**src/verilog/mbc_map.svh**
```systemverilog
// Register offsets, field positions, reset values and timing counts of the bus controller
`ifndef MBC_MAP_SVH
`define MBC_MAP_SVH
`define MBC_OFF_CTRL 8'h00
`define MBC_OFF_STAT 8'h04
`define MBC_OFF_WAIT 8'h08
`define MBC_OFF_LADDR 8'h0C
`define MBC_OFF_MADDR 8'h10
`define MBC_OFF_MDATA 8'h14
`define MBC_CTRL_RUN 0
`define MBC_CTRL_FASTMODE 1
`define MBC_CTRL_SYNC 2
`define MBC_CTRL_FIQ 3
`define MBC_CTRL_IRQ 4
`define MBC_CTRL_ALE 5
`define MBC_CTRL_HOLD 6
`define MBC_CTRL_RESET 7'h20
`define MBC_WAIT_RESET 4'h0
`define MBC_STAT_LOCK 0
`define MBC_STAT_GRANT 1
`define MBC_STAT_RUN 2
`define MBC_STAT_BUSY 3
`define MBC_STAT_TOUT 4
`define MBC_CLK_PERIOD_NS 5
`define MBC_MCLK_PERIOD_NS 80
`define MBC_MCLK_HALF (`MBC_MCLK_PERIOD_NS / `MBC_CLK_PERIOD_NS / 2)
`define MBC_FAST_CORE_CLOCK_HALF 2
`define MBC_RST_MCLK_CYCLES 5
`define MBC_RST_FAST_CORE_CLOCK_CYCLES 2
`endif

```
**src/verilog/mbc_pkg.sv**
```systemverilog
// Types shared by the bus controller
package mbc_pkg;
   typedef enum logic [1:0] {MBC_IDLE, MBC_ADDR, MBC_HOLD} mbc_state_t;
endpackage : mbc_pkg

```
**src/verilog/mbc_host.sv**
```systemverilog
// Memory system and bus manager that serves the processor at its pins
// Notes on behaviour
// Address enable low floats address group
// Abort flagged only during external accesses
// Address group follows latch enable input
// Byte lane selects show accessed bytes
// Read data valid before falling clock
// Data bus enable high unless bus granted
// Legacy mode runs core on fast clock
// Mode select: low legacy, high fast
// No grant while locked sequence runs
// Memory clock free-running, wait stretches
// Request enable low floats request, sequential
// Byte/word high word, low byte
// Fast interrupt held low until served
// Normal interrupt, lower priority, same shape
// Request pipelined, announces next cycle access
// Reset low aborts, restart from zero
// Reset low five memory, two fast clocks
// Wait held high during reset
// Read/write high write, low read
// Wait changes only in clock low phase
// Sync select ignored in fast mode
// Test reset low, test inputs tied low; here test reset follows the system reset
//
// Design decisions made here: the placing of the registers and the plain strobed port.
`timescale 1ns/100ps
`default_nettype none
`include "mbc_map.svh"
module mbc_host #(
   parameter int DEPTH_LOG2 = 6,
   parameter int MCLK_HALF = `MBC_MCLK_HALF,
   parameter int FAST_CORE_CLOCK_HALF = `MBC_FAST_CORE_CLOCK_HALF
) (
   // Clock and reset
   input wire logic clk_i,
   input wire logic rst_n_i,
   // Software register port
   input wire logic [7:0] reg_addr_i,
   input wire logic [31:0] reg_wdata_i,
   input wire logic reg_write_i,
   input wire logic reg_read_i,
   output logic [31:0] reg_rdata_o,
   // Processor outputs
   input wire logic [31:0] addr_i,
   input wire logic [3:0] byte_lane_select_n_i,
   input wire logic byte_word_n_i,
   input wire logic read_write_n_i,
   input wire logic lock_i,
   input wire logic memory_request_n_i,
   input wire logic sequential_address_i,
   input wire logic [2:0] factory_test_out_i,
   // Data bus
   input wire logic [31:0] data_i,
   output logic [31:0] data_o,
   output logic data_oe_o,
   // Clocks and controls to the processor
   output logic mclk_o,
   output logic fast_core_clock_o,
   output logic wait_n_o,
   output logic abort_o,
   output logic address_latch_enable_o,
   output logic addr_bus_output_enable_o,
   output logic data_bus_output_enable_o,
   output logic req_seq_output_enable_o,
   output logic bus_mode_select_o,
   output logic sync_async_select_o,
   output logic fast_interrupt_n_o,
   output logic normal_interrupt_n_o,
   output logic system_reset_n_o,
   output logic test_reset_n_o,
   output logic [15:1] factory_test_in_o
);
   import mbc_pkg::*;

   initial
   begin
      if (DEPTH_LOG2 < 1 || DEPTH_LOG2 > 16 || MCLK_HALF < 4 || FAST_CORE_CLOCK_HALF < 1)
      begin
         $error("mbc_host: unsupported parameter values");
      end
   end

   // ****************************************
   // Clock generation
   // ****************************************
   logic [7:0] mdiv;
   logic [7:0] fdiv;
   wire mwrap = (mdiv == 8'(MCLK_HALF - 1));
   wire rise_ev = mwrap & ~mclk_o;
   wire fall_ev = mwrap & mclk_o;
   wire fwrap = (fdiv == 8'(FAST_CORE_CLOCK_HALF - 1));
   // Memory clock runs free; slow slaves use wait instead
   always_ff @(posedge clk_i or negedge rst_n_i)
   begin
      if (!rst_n_i)
      begin
         mdiv <= 8'h00;
         fdiv <= 8'h00;
         mclk_o <= 1'b0;
         fast_core_clock_o <= 1'b0;
      end
      else
      begin
         mdiv <= mwrap ? 8'h00 : mdiv + 8'h01;
         fdiv <= fwrap ? 8'h00 : fdiv + 8'h01;
         mclk_o <= mclk_o ^ mwrap;
         fast_core_clock_o <= fast_core_clock_o ^ fwrap;
      end
   end

   // ****************************************
   // Pin synchronisers
   // ****************************************
   logic [75:0] pin_s1;
   logic [75:0] pin_s2;
   always_ff @(posedge clk_i or negedge rst_n_i)
   begin
      if (!rst_n_i)
      begin
         pin_s1 <= 76'h0;
         pin_s2 <= 76'h0;
      end
      else
      begin
         pin_s1 <= {addr_i, byte_lane_select_n_i, byte_word_n_i, read_write_n_i, lock_i,
                    memory_request_n_i, sequential_address_i, data_i, factory_test_out_i};
         pin_s2 <= pin_s1;
      end
   end
   wire [31:0] a_s = pin_s2[75:44];
   wire [3:0] bls_s = pin_s2[43:40];
   wire rw_s = pin_s2[38];
   wire lock_s = pin_s2[37];
   wire mreq_n_s = pin_s2[36];
   wire [31:0] d_s = pin_s2[34:3];
   wire [2:0] tout_s = pin_s2[2:0];

   // ****************************************
   // Software registers
   // ****************************************
   logic [6:0] ctrl;
   logic [3:0] wait_cfg;
   logic [DEPTH_LOG2-1:0] sw_addr;
   wire wr_ctrl = reg_write_i && reg_addr_i == `MBC_OFF_CTRL;
   wire wr_wait = reg_write_i && reg_addr_i == `MBC_OFF_WAIT;
   wire wr_maddr = reg_write_i && reg_addr_i == `MBC_OFF_MADDR;
   wire wr_mdata = reg_write_i && reg_addr_i == `MBC_OFF_MDATA;
   always_ff @(posedge clk_i or negedge rst_n_i)
   begin
      if (!rst_n_i)
      begin
         ctrl <= `MBC_CTRL_RESET;
         wait_cfg <= `MBC_WAIT_RESET;
         sw_addr <= '0;
      end
      else
      begin
         if (wr_ctrl)
            ctrl <= reg_wdata_i[6:0];
         if (wr_wait)
            wait_cfg <= reg_wdata_i[3:0];
         if (wr_maddr)
            sw_addr <= reg_wdata_i[DEPTH_LOG2-1:0];
      end
   end
   assign bus_mode_select_o = ctrl[`MBC_CTRL_FASTMODE];
   // Sync select has no meaning in fast mode, so it is parked low there
   assign sync_async_select_o = ctrl[`MBC_CTRL_SYNC] & ~ctrl[`MBC_CTRL_FASTMODE];
   // Levels stay low until software clears them, once served
   assign fast_interrupt_n_o = ~ctrl[`MBC_CTRL_FIQ];
   assign normal_interrupt_n_o = ~ctrl[`MBC_CTRL_IRQ];
   assign address_latch_enable_o = ctrl[`MBC_CTRL_ALE];
   assign factory_test_in_o = 15'h0000;

   // ****************************************
   // Reset sequencing
   // ****************************************
   logic [2:0] rst_mcnt;
   logic [1:0] rst_fcnt;
   wire f_rise = fwrap & ~fast_core_clock_o;
   wire rst_long = rst_mcnt >= 3'(`MBC_RST_MCLK_CYCLES) && rst_fcnt >= 2'(`MBC_RST_FAST_CORE_CLOCK_CYCLES);
   always_ff @(posedge clk_i or negedge rst_n_i)
   begin
      if (!rst_n_i)
      begin
         rst_mcnt <= 3'h0;
         rst_fcnt <= 2'h0;
         system_reset_n_o <= 1'b0;
      end
      else if (!ctrl[`MBC_CTRL_RUN])
      begin
         rst_mcnt <= 3'h0;
         rst_fcnt <= 2'h0;
         system_reset_n_o <= 1'b0;
      end
      else if (!system_reset_n_o)
      begin
         if (rise_ev && !rst_long)
            rst_mcnt <= rst_mcnt + 3'h1;
         if (f_rise && rst_fcnt != 2'h3)
            rst_fcnt <= rst_fcnt + 2'h1;
         // Release only on a clock rise after the full hold
         if (rise_ev && rst_long)
            system_reset_n_o <= 1'b1;
      end
   end
   // Test port reset follows the system reset so both are pulsed
   assign test_reset_n_o = system_reset_n_o;

   // ****************************************
   // Bus grant
   // ****************************************
   mbc_state_t state;
   mbc_state_t next_state;
   logic grant;
   wire next_grant = ctrl[`MBC_CTRL_HOLD] & (grant | (~lock_s & state == MBC_IDLE));
   always_ff @(posedge clk_i or negedge rst_n_i)
   begin
      if (!rst_n_i)
         grant <= 1'b0;
      else
         grant <= next_grant;
   end
   // Enables stay high except while another master owns the bus
   assign addr_bus_output_enable_o = ~grant;
   assign data_bus_output_enable_o = ~grant;
   assign req_seq_output_enable_o = ~grant;

   // ****************************************
   // Access engine
   // ****************************************
   logic [31:0] mem [0:(1<<DEPTH_LOG2)-1];
   logic [31:0] acc_addr;
   logic acc_write;
   logic [3:0] acc_bls;
   logic [3:0] wcnt;
   wire out_range = a_s[31:DEPTH_LOG2+2] != '0;
   wire [DEPTH_LOG2-1:0] a_idx = a_s[DEPTH_LOG2+1:2];
   wire [DEPTH_LOG2-1:0] acc_idx = acc_addr[DEPTH_LOG2+1:2];
   // Reads take at least one wait so data settle before the sampling fall
   wire [3:0] waits = (rw_s || wait_cfg != 4'h0) ? wait_cfg : 4'h1;
   wire done = rise_ev && state == MBC_HOLD && wait_n_o;
   // Request low in the previous low phase announces this cycle
   wire start = rise_ev && (state == MBC_IDLE || done) && !mreq_n_s && !grant;

   always_comb
   begin
      next_state = state;
      if (start)
         next_state = MBC_ADDR;
      else if (done || (rise_ev && state == MBC_IDLE))
         next_state = MBC_IDLE;
      else if (fall_ev && state == MBC_ADDR)
         next_state = MBC_HOLD;
   end

   always_ff @(posedge clk_i or negedge rst_n_i)
   begin
      if (!rst_n_i)
         state <= MBC_IDLE;
      else if (!system_reset_n_o)
         state <= MBC_IDLE;
      else
         state <= next_state;
   end

   always_ff @(posedge clk_i or negedge rst_n_i)
   begin
      if (!rst_n_i)
      begin
         acc_addr <= 32'h0000_0000;
         acc_write <= 1'b0;
         acc_bls <= 4'hF;
         wcnt <= 4'h0;
         wait_n_o <= 1'b1;
         abort_o <= 1'b0;
         data_o <= 32'h0000_0000;
         data_oe_o <= 1'b0;
      end
      else if (!system_reset_n_o)
      begin
         wait_n_o <= 1'b1;
         abort_o <= 1'b0;
         data_oe_o <= 1'b0;
      end
      else if (fall_ev && state == MBC_ADDR)
      begin
         // Address group was settled during the high phase
         acc_addr <= a_s;
         acc_write <= rw_s;
         acc_bls <= bls_s;
         abort_o <= out_range;
         data_o <= mem[a_idx];
         data_oe_o <= ~rw_s & data_bus_output_enable_o;
         wcnt <= 4'h1;
         wait_n_o <= (waits == 4'h0);
      end
      else if (fall_ev && state == MBC_HOLD && !wait_n_o)
      begin
         wcnt <= wcnt + 4'h1;
         wait_n_o <= (wcnt >= waits);
      end
      else if (done)
      begin
         abort_o <= 1'b0;
         data_oe_o <= 1'b0;
      end
   end

   // Link writes win over software writes in the same cycle
   always_ff @(posedge clk_i)
   begin
      if (done && acc_write && !abort_o)
      begin
         for (int i = 0; i < 4; i++)
         begin
            if (!acc_bls[i])
               mem[acc_idx][8*i +: 8] <= d_s[8*i +: 8];
         end
      end
      else if (wr_mdata)
         mem[sw_addr] <= reg_wdata_i;
   end

   // ****************************************
   // Read port
   // ****************************************
   wire [31:0] stat = {25'h0, tout_s, state != MBC_IDLE, system_reset_n_o, grant, lock_s};
   always_ff @(posedge clk_i or negedge rst_n_i)
   begin
      if (!rst_n_i)
         reg_rdata_o <= 32'h0000_0000;
      else if (reg_read_i)
      begin
         case (reg_addr_i)
            `MBC_OFF_CTRL: reg_rdata_o <= {25'h0, ctrl};
            `MBC_OFF_STAT: reg_rdata_o <= stat;
            `MBC_OFF_WAIT: reg_rdata_o <= {28'h0, wait_cfg};
            `MBC_OFF_LADDR: reg_rdata_o <= acc_addr;
            `MBC_OFF_MADDR: reg_rdata_o <= 32'(sw_addr);
            `MBC_OFF_MDATA: reg_rdata_o <= mem[sw_addr];
            default: reg_rdata_o <= 32'h0000_0000;
         endcase
      end
   end
endmodule : mbc_host
`default_nettype wire

```
**config.mk**
```make
export PLATFORM = sky130hd
export DESIGN_NAME = mbc_host
export DESIGN_NICKNAME = d
export VERILOG_FILES = /design/src/verilog/mbc_pkg.sv /design/src/verilog/mbc_host.sv
export VERILOG_INCLUDE_DIRS = /design/src /design/src/verilog
export SDC_FILE = /design/constraint.sdc
export NUM_CORES = 2
export LEC_CHECK = 0
export BUFFER_PORTS_ARGS = -buffer_cell sky130_fd_sc_hd__clkbuf_2
export CAP_MARGIN = 40
export CORE_ASPECT_RATIO = 1.5
export CORE_MARGIN = 3
export CORE_UTILIZATION = 40
export CTS_BUF_LIST = sky130_fd_sc_hd__clkbuf_4 sky130_fd_sc_hd__clkbuf_8
export DETAILED_ROUTE_END_ITERATION = 8
export PLACE_DENSITY = 0.62
export SLEW_MARGIN = 20
export SYNTH_ARGS = -nofsm -noshare
export SYNTH_HDL_FRONTEND = slang
export SYNTH_SLANG_ARGS = --single-unit
export TNS_END_PERCENT = 5
```
**constraint.sdc**
```tcl
create_clock -name clk_i -period 4 [get_ports clk_i]
set_input_delay 0.4 -clock clk_i [delete_from_list [all_inputs] [get_ports clk_i]]
set_output_delay 0.4 -clock clk_i [all_outputs]
set_load 0.05 [all_outputs]
```
==> metrics.md <==
| Metric | Value |
|---|---|
| Chip height | `637 um` |
| Ports | `214` |
| Arr. time, crit path | `4610 ps` |
| Post-detailed-placement cell area | `116,000 um^2` |
| Routed wire per std cell | `35.6 um` |
| Detail Route Antenna Nets | `0` |
| CTS H-Tree Depth | `5` |
| Gr usage total | `0.267` |
| Final Setup Violations | `0` |
| Max Slew Vio Count | `0` |
| Switching power | `0.0120 W` |
| Largest net degree at the start of global routing | `109` |
| Clock Pin Slew Worst Setup and Hold Paths | `70 ps` |
| Tot Pwr | `0.0515 W` |
| Drt pass-1 iters | `6` |
| Gpl congestion | `0.939` |
| Slowest CP cell | `or4_1` |
| Initial Utilization | `0.404` |
| Antenna violations before repair | `20` |
| Die width | `426 um` |
| Clock root buffer master | `clkbuf_8` |
| Hold Vio Cnt, Final | `0` |
| CTS Buffer Depth | `4` |
| Crit Path Category | `reg -> reg` |
| Yosys cell types | `87` |
| Async SR Flop Fraction | `0.128` |
| Final nets | `6,622` |
| Site Rows | `230` |
| Clk Latency, worst-skew pair | `1100 ps` |
| Post-synth top cells | `edfxtp_1, mux4_2, nand2_1, nor2_1, dfrtp_1` |
| Register area | `69,000 um^2` |
| Syn. warnings | `0` |
| Area contributors post-synth | `edfxtp_1, mux4_2, dfrtp_1` |
| Mapped Cells | `5,520` |
| Fill cell total of the finished layout | `21,600` |
| Worst setup SP type | `flip-flop` |
| Slowest stage delay, CP | `520 ps` |
| Critical Path RT | `4720 ps` |
| Hold crit path type | `in -> reg` |
| Largest area contributor in the netlist | `edfxtp_1` |
| Cts bufs inserted | `348` |
| Pleak | `41.5 nW` |
| Int Pwr | `0.0394 W` |
| First-pass GRT wire length | `508 mm` |
| Fraction of layout cells with a size suffix above 1 | `0.404` |
| CTS tree | `done` |
| Headroom to the max-slew limit | `0.400` |
| Post-synthesis sequential area ratio | `0.651` |
| Final Util | `0.479` |
| Vias per Instance | `6.19` |
| Placeable core region | `263,000 um^2` |
| Main synth FF type | `edfxtp_1` |
| Pwr/cell area | `409 nW/um^2` |
| Synthesized cell area | `106,000 um^2` |
| Yosys reg bits | `2,348` |
| Final worst-path cycle share | `0.971` |
| Critical path peak fanout | `9` |
| Final wirelength | `365 mm` |
| Number of remaining DRC errors | `0` |
| Actual slew at the worst max-slew pin | `898 ps` |
| Synth top area share | `0.580` |
| Status | `finished clean` |
| Crit. End Element | `flip-flop` |
| Syn Area/Cell | `19.2 um^2` |
| Via Count | `63,500` |
| Clk_skew | `132 ps` |
| Starting DRC count in detailed routing | `7,440` |
| Combinational Power Share | `0.077` |
| Total gr overflow | `0` |
| Most common cell in the netlist | `edfxtp_1` |
| CTS Sinks | `2,348` |
| Final instance area | `126,000 um^2` |
| Area growth syn-to-layout | `18.8%` |
| Sw frac | `0.234` |
| Die ar. | `271,000 um^2` |
| FMAX | `257 MHz` |
| RSZ-0062 raised after global routing | `yes` |
| DP HPWL | `257 mm` |
| Vias in the first global route | `66,100` |
| Flop pwr share | `0.522` |
| Area of the multi-input gates | `35,400 um^2` |
| # port buffers | `196` |
| Worst-path cell chain | `or4_1 > nor3_1 > buf_4 > ha_4 > nand2_1 > nor4b_4 > nand4b_4 > buf_12 > buf_12 > buf_4 > mux2i_4 > buf_12 > nand3_4 > nor2_1 > buf_4` |
| Worst IR drop on VDD | `0.224 mV` |
| Max Cap Viol | `0` |
| Clock power frac | `0.401` |
| Minimum clock period | `3880 ps` |
| Number of synthesized flops with an enable pin | `2,048` |
flip-flops by register name, indices dropped and copies added (netlist names), 6 cells and up:
signal,flops
mem,2048
pin_s1,74
pin_s2,74
acc_addr,32
data_o,32
reg_rdata_o,32
fdiv,8
mdiv,8
ctrl,7
sw_addr,6
cells by family after synthesis:
kind of cell | count (synthesis) | synth area share
compound gates | 491 | 0.0326
xor+xnor | 17 | 0.00140
fa+ha+maj | 15 | 0.00177
buf+inv | 447 | 0.0209
flops | 2348 | 0.651
mux | 1340 | 0.255
other cells | 1 | 0.0000354
simple gates | 861 | 0.0372
routing by layer:
layer	vias to the layer above	GRT usage	part of all wire
li1	25200	-	-
met1	33600	0.309	0.33
met2	3778	0.442	0.49
met3	976	0.0572	0.092
met4	8	0.187	0.083
met5	-	0	0.00014
power groups by stage:
stage | Sequential (W) | Clock (W) | Combinational, W
floorplan | 0.0273 | 0 | 0.00219
global placement | 0.0274 | 0 | 0.00376
detailed placement | 0.0274 | 0 | 0.00381
CTS | 0.0268 | 0.0209 | 0.00395
global route | 0.0268 | 0.0219 | 0.00411
finish | 0.0268 | 0.0206 | 0.00398
final timing paths:
path,start,endpoint,depth (start not counted),slack [ps]
worst min-delay path,addr_i[4],pin_s1[48]$_DFF_PN0_,2,40
max in group asynchronous,rst_n_i,pin_s1[41]$_DFF_PN0_,4,2690
worst min register to register,pin_s1[29]$_DFF_PN0_,pin_s2[29]$_DFF_PN0_,0,340
min in group asynchronous,rst_n_i,data_o[23]$_DFFE_PN0P_,3,470
worst max register to register,mdiv[3]$_DFF_PN0_,mem[13][13]$_DFFE_PP_,15,120
worst max-delay path,mdiv[3]$_DFF_PN0_,mem[13][13]$_DFFE_PP_,15,120
cell usage in the layout, fill, tap and decap left out, types with 11 or more instances in the layout:
cell,n
dfrtp_1,284
nand3_1,57
conb_1,15
clkinvlp_4,12
mux4_2,1078
nor2_1,215
inv_1,22
clkbuf_8,387
clkbuf_4,113
and2_1,16
buf_4,478
mux2i_1,224
nor2_4,26
nand2_1,310
edfxtp_1,2048
xnor2_1,13
a21oi_1,53
o21ai_0,59
clkbuf_2,195
nand2_2,34
a221oi_1,47
diode_2,16
clkinv_1,61
mux2_2,26
and3_1,11
nor2_2,80
dlygate4sd3_1,177
ha_1,14
a211oi_1,29
a31oi_1,24
clkinv_2,32
nand3_4,21
bufinv_16,17
o22ai_1,60
o221ai_1,17
nor2b_1,24
buf_12,150
a22oi_1,121
stage by stage:
step                      setup TNS, ps  worst slack (ps)  hold WS (ps)  instances
after floorplan                       0              28.0           104       5534
after global placement          -254560              -313           332       9411
after detailed placement        -249530              -322           335       9430
after CTS                         -2900              -129          1.76      10200
after global routing               -184             -26.9          27.4      10200
final                                 0               116          35.5      10300
critical path: cells and delay by family, from the launching register on:
family | cells | cell delay (ps)
multiplexers | 1 | 240
AND/OR/NAND/NOR | 7 | 1770
flip-flops | 1 | 370
adder cells (fa/ha/maj) | 1 | 160
buffers and inverters | 6 | 1000
final cells by class:
class | count | share of cell area
Tap cell | 3480 | 0.0346
Sequential cell | 2348 | 0.548
Clock buffer | 500 | 0.0490
Multi-Input combinational cell | 2739 | 0.282
Clock inverter | 127 | 0.00838
Timing Repair Buffer | 1023 | 0.0770
Antenna cell | 16 | 0.000318
Inverter | 27 | 0.000815
timing repair:
item,4_1_cts,5_1_grt
setup buffers,1,6
resized for setup,94,45
pin swaps,2,8
hold endpoints to repair,1291,0
hold buffers,178,0
setup endpoints to repair,1753,1366
No activity file was read; power rests on OpenSTA's default activity.
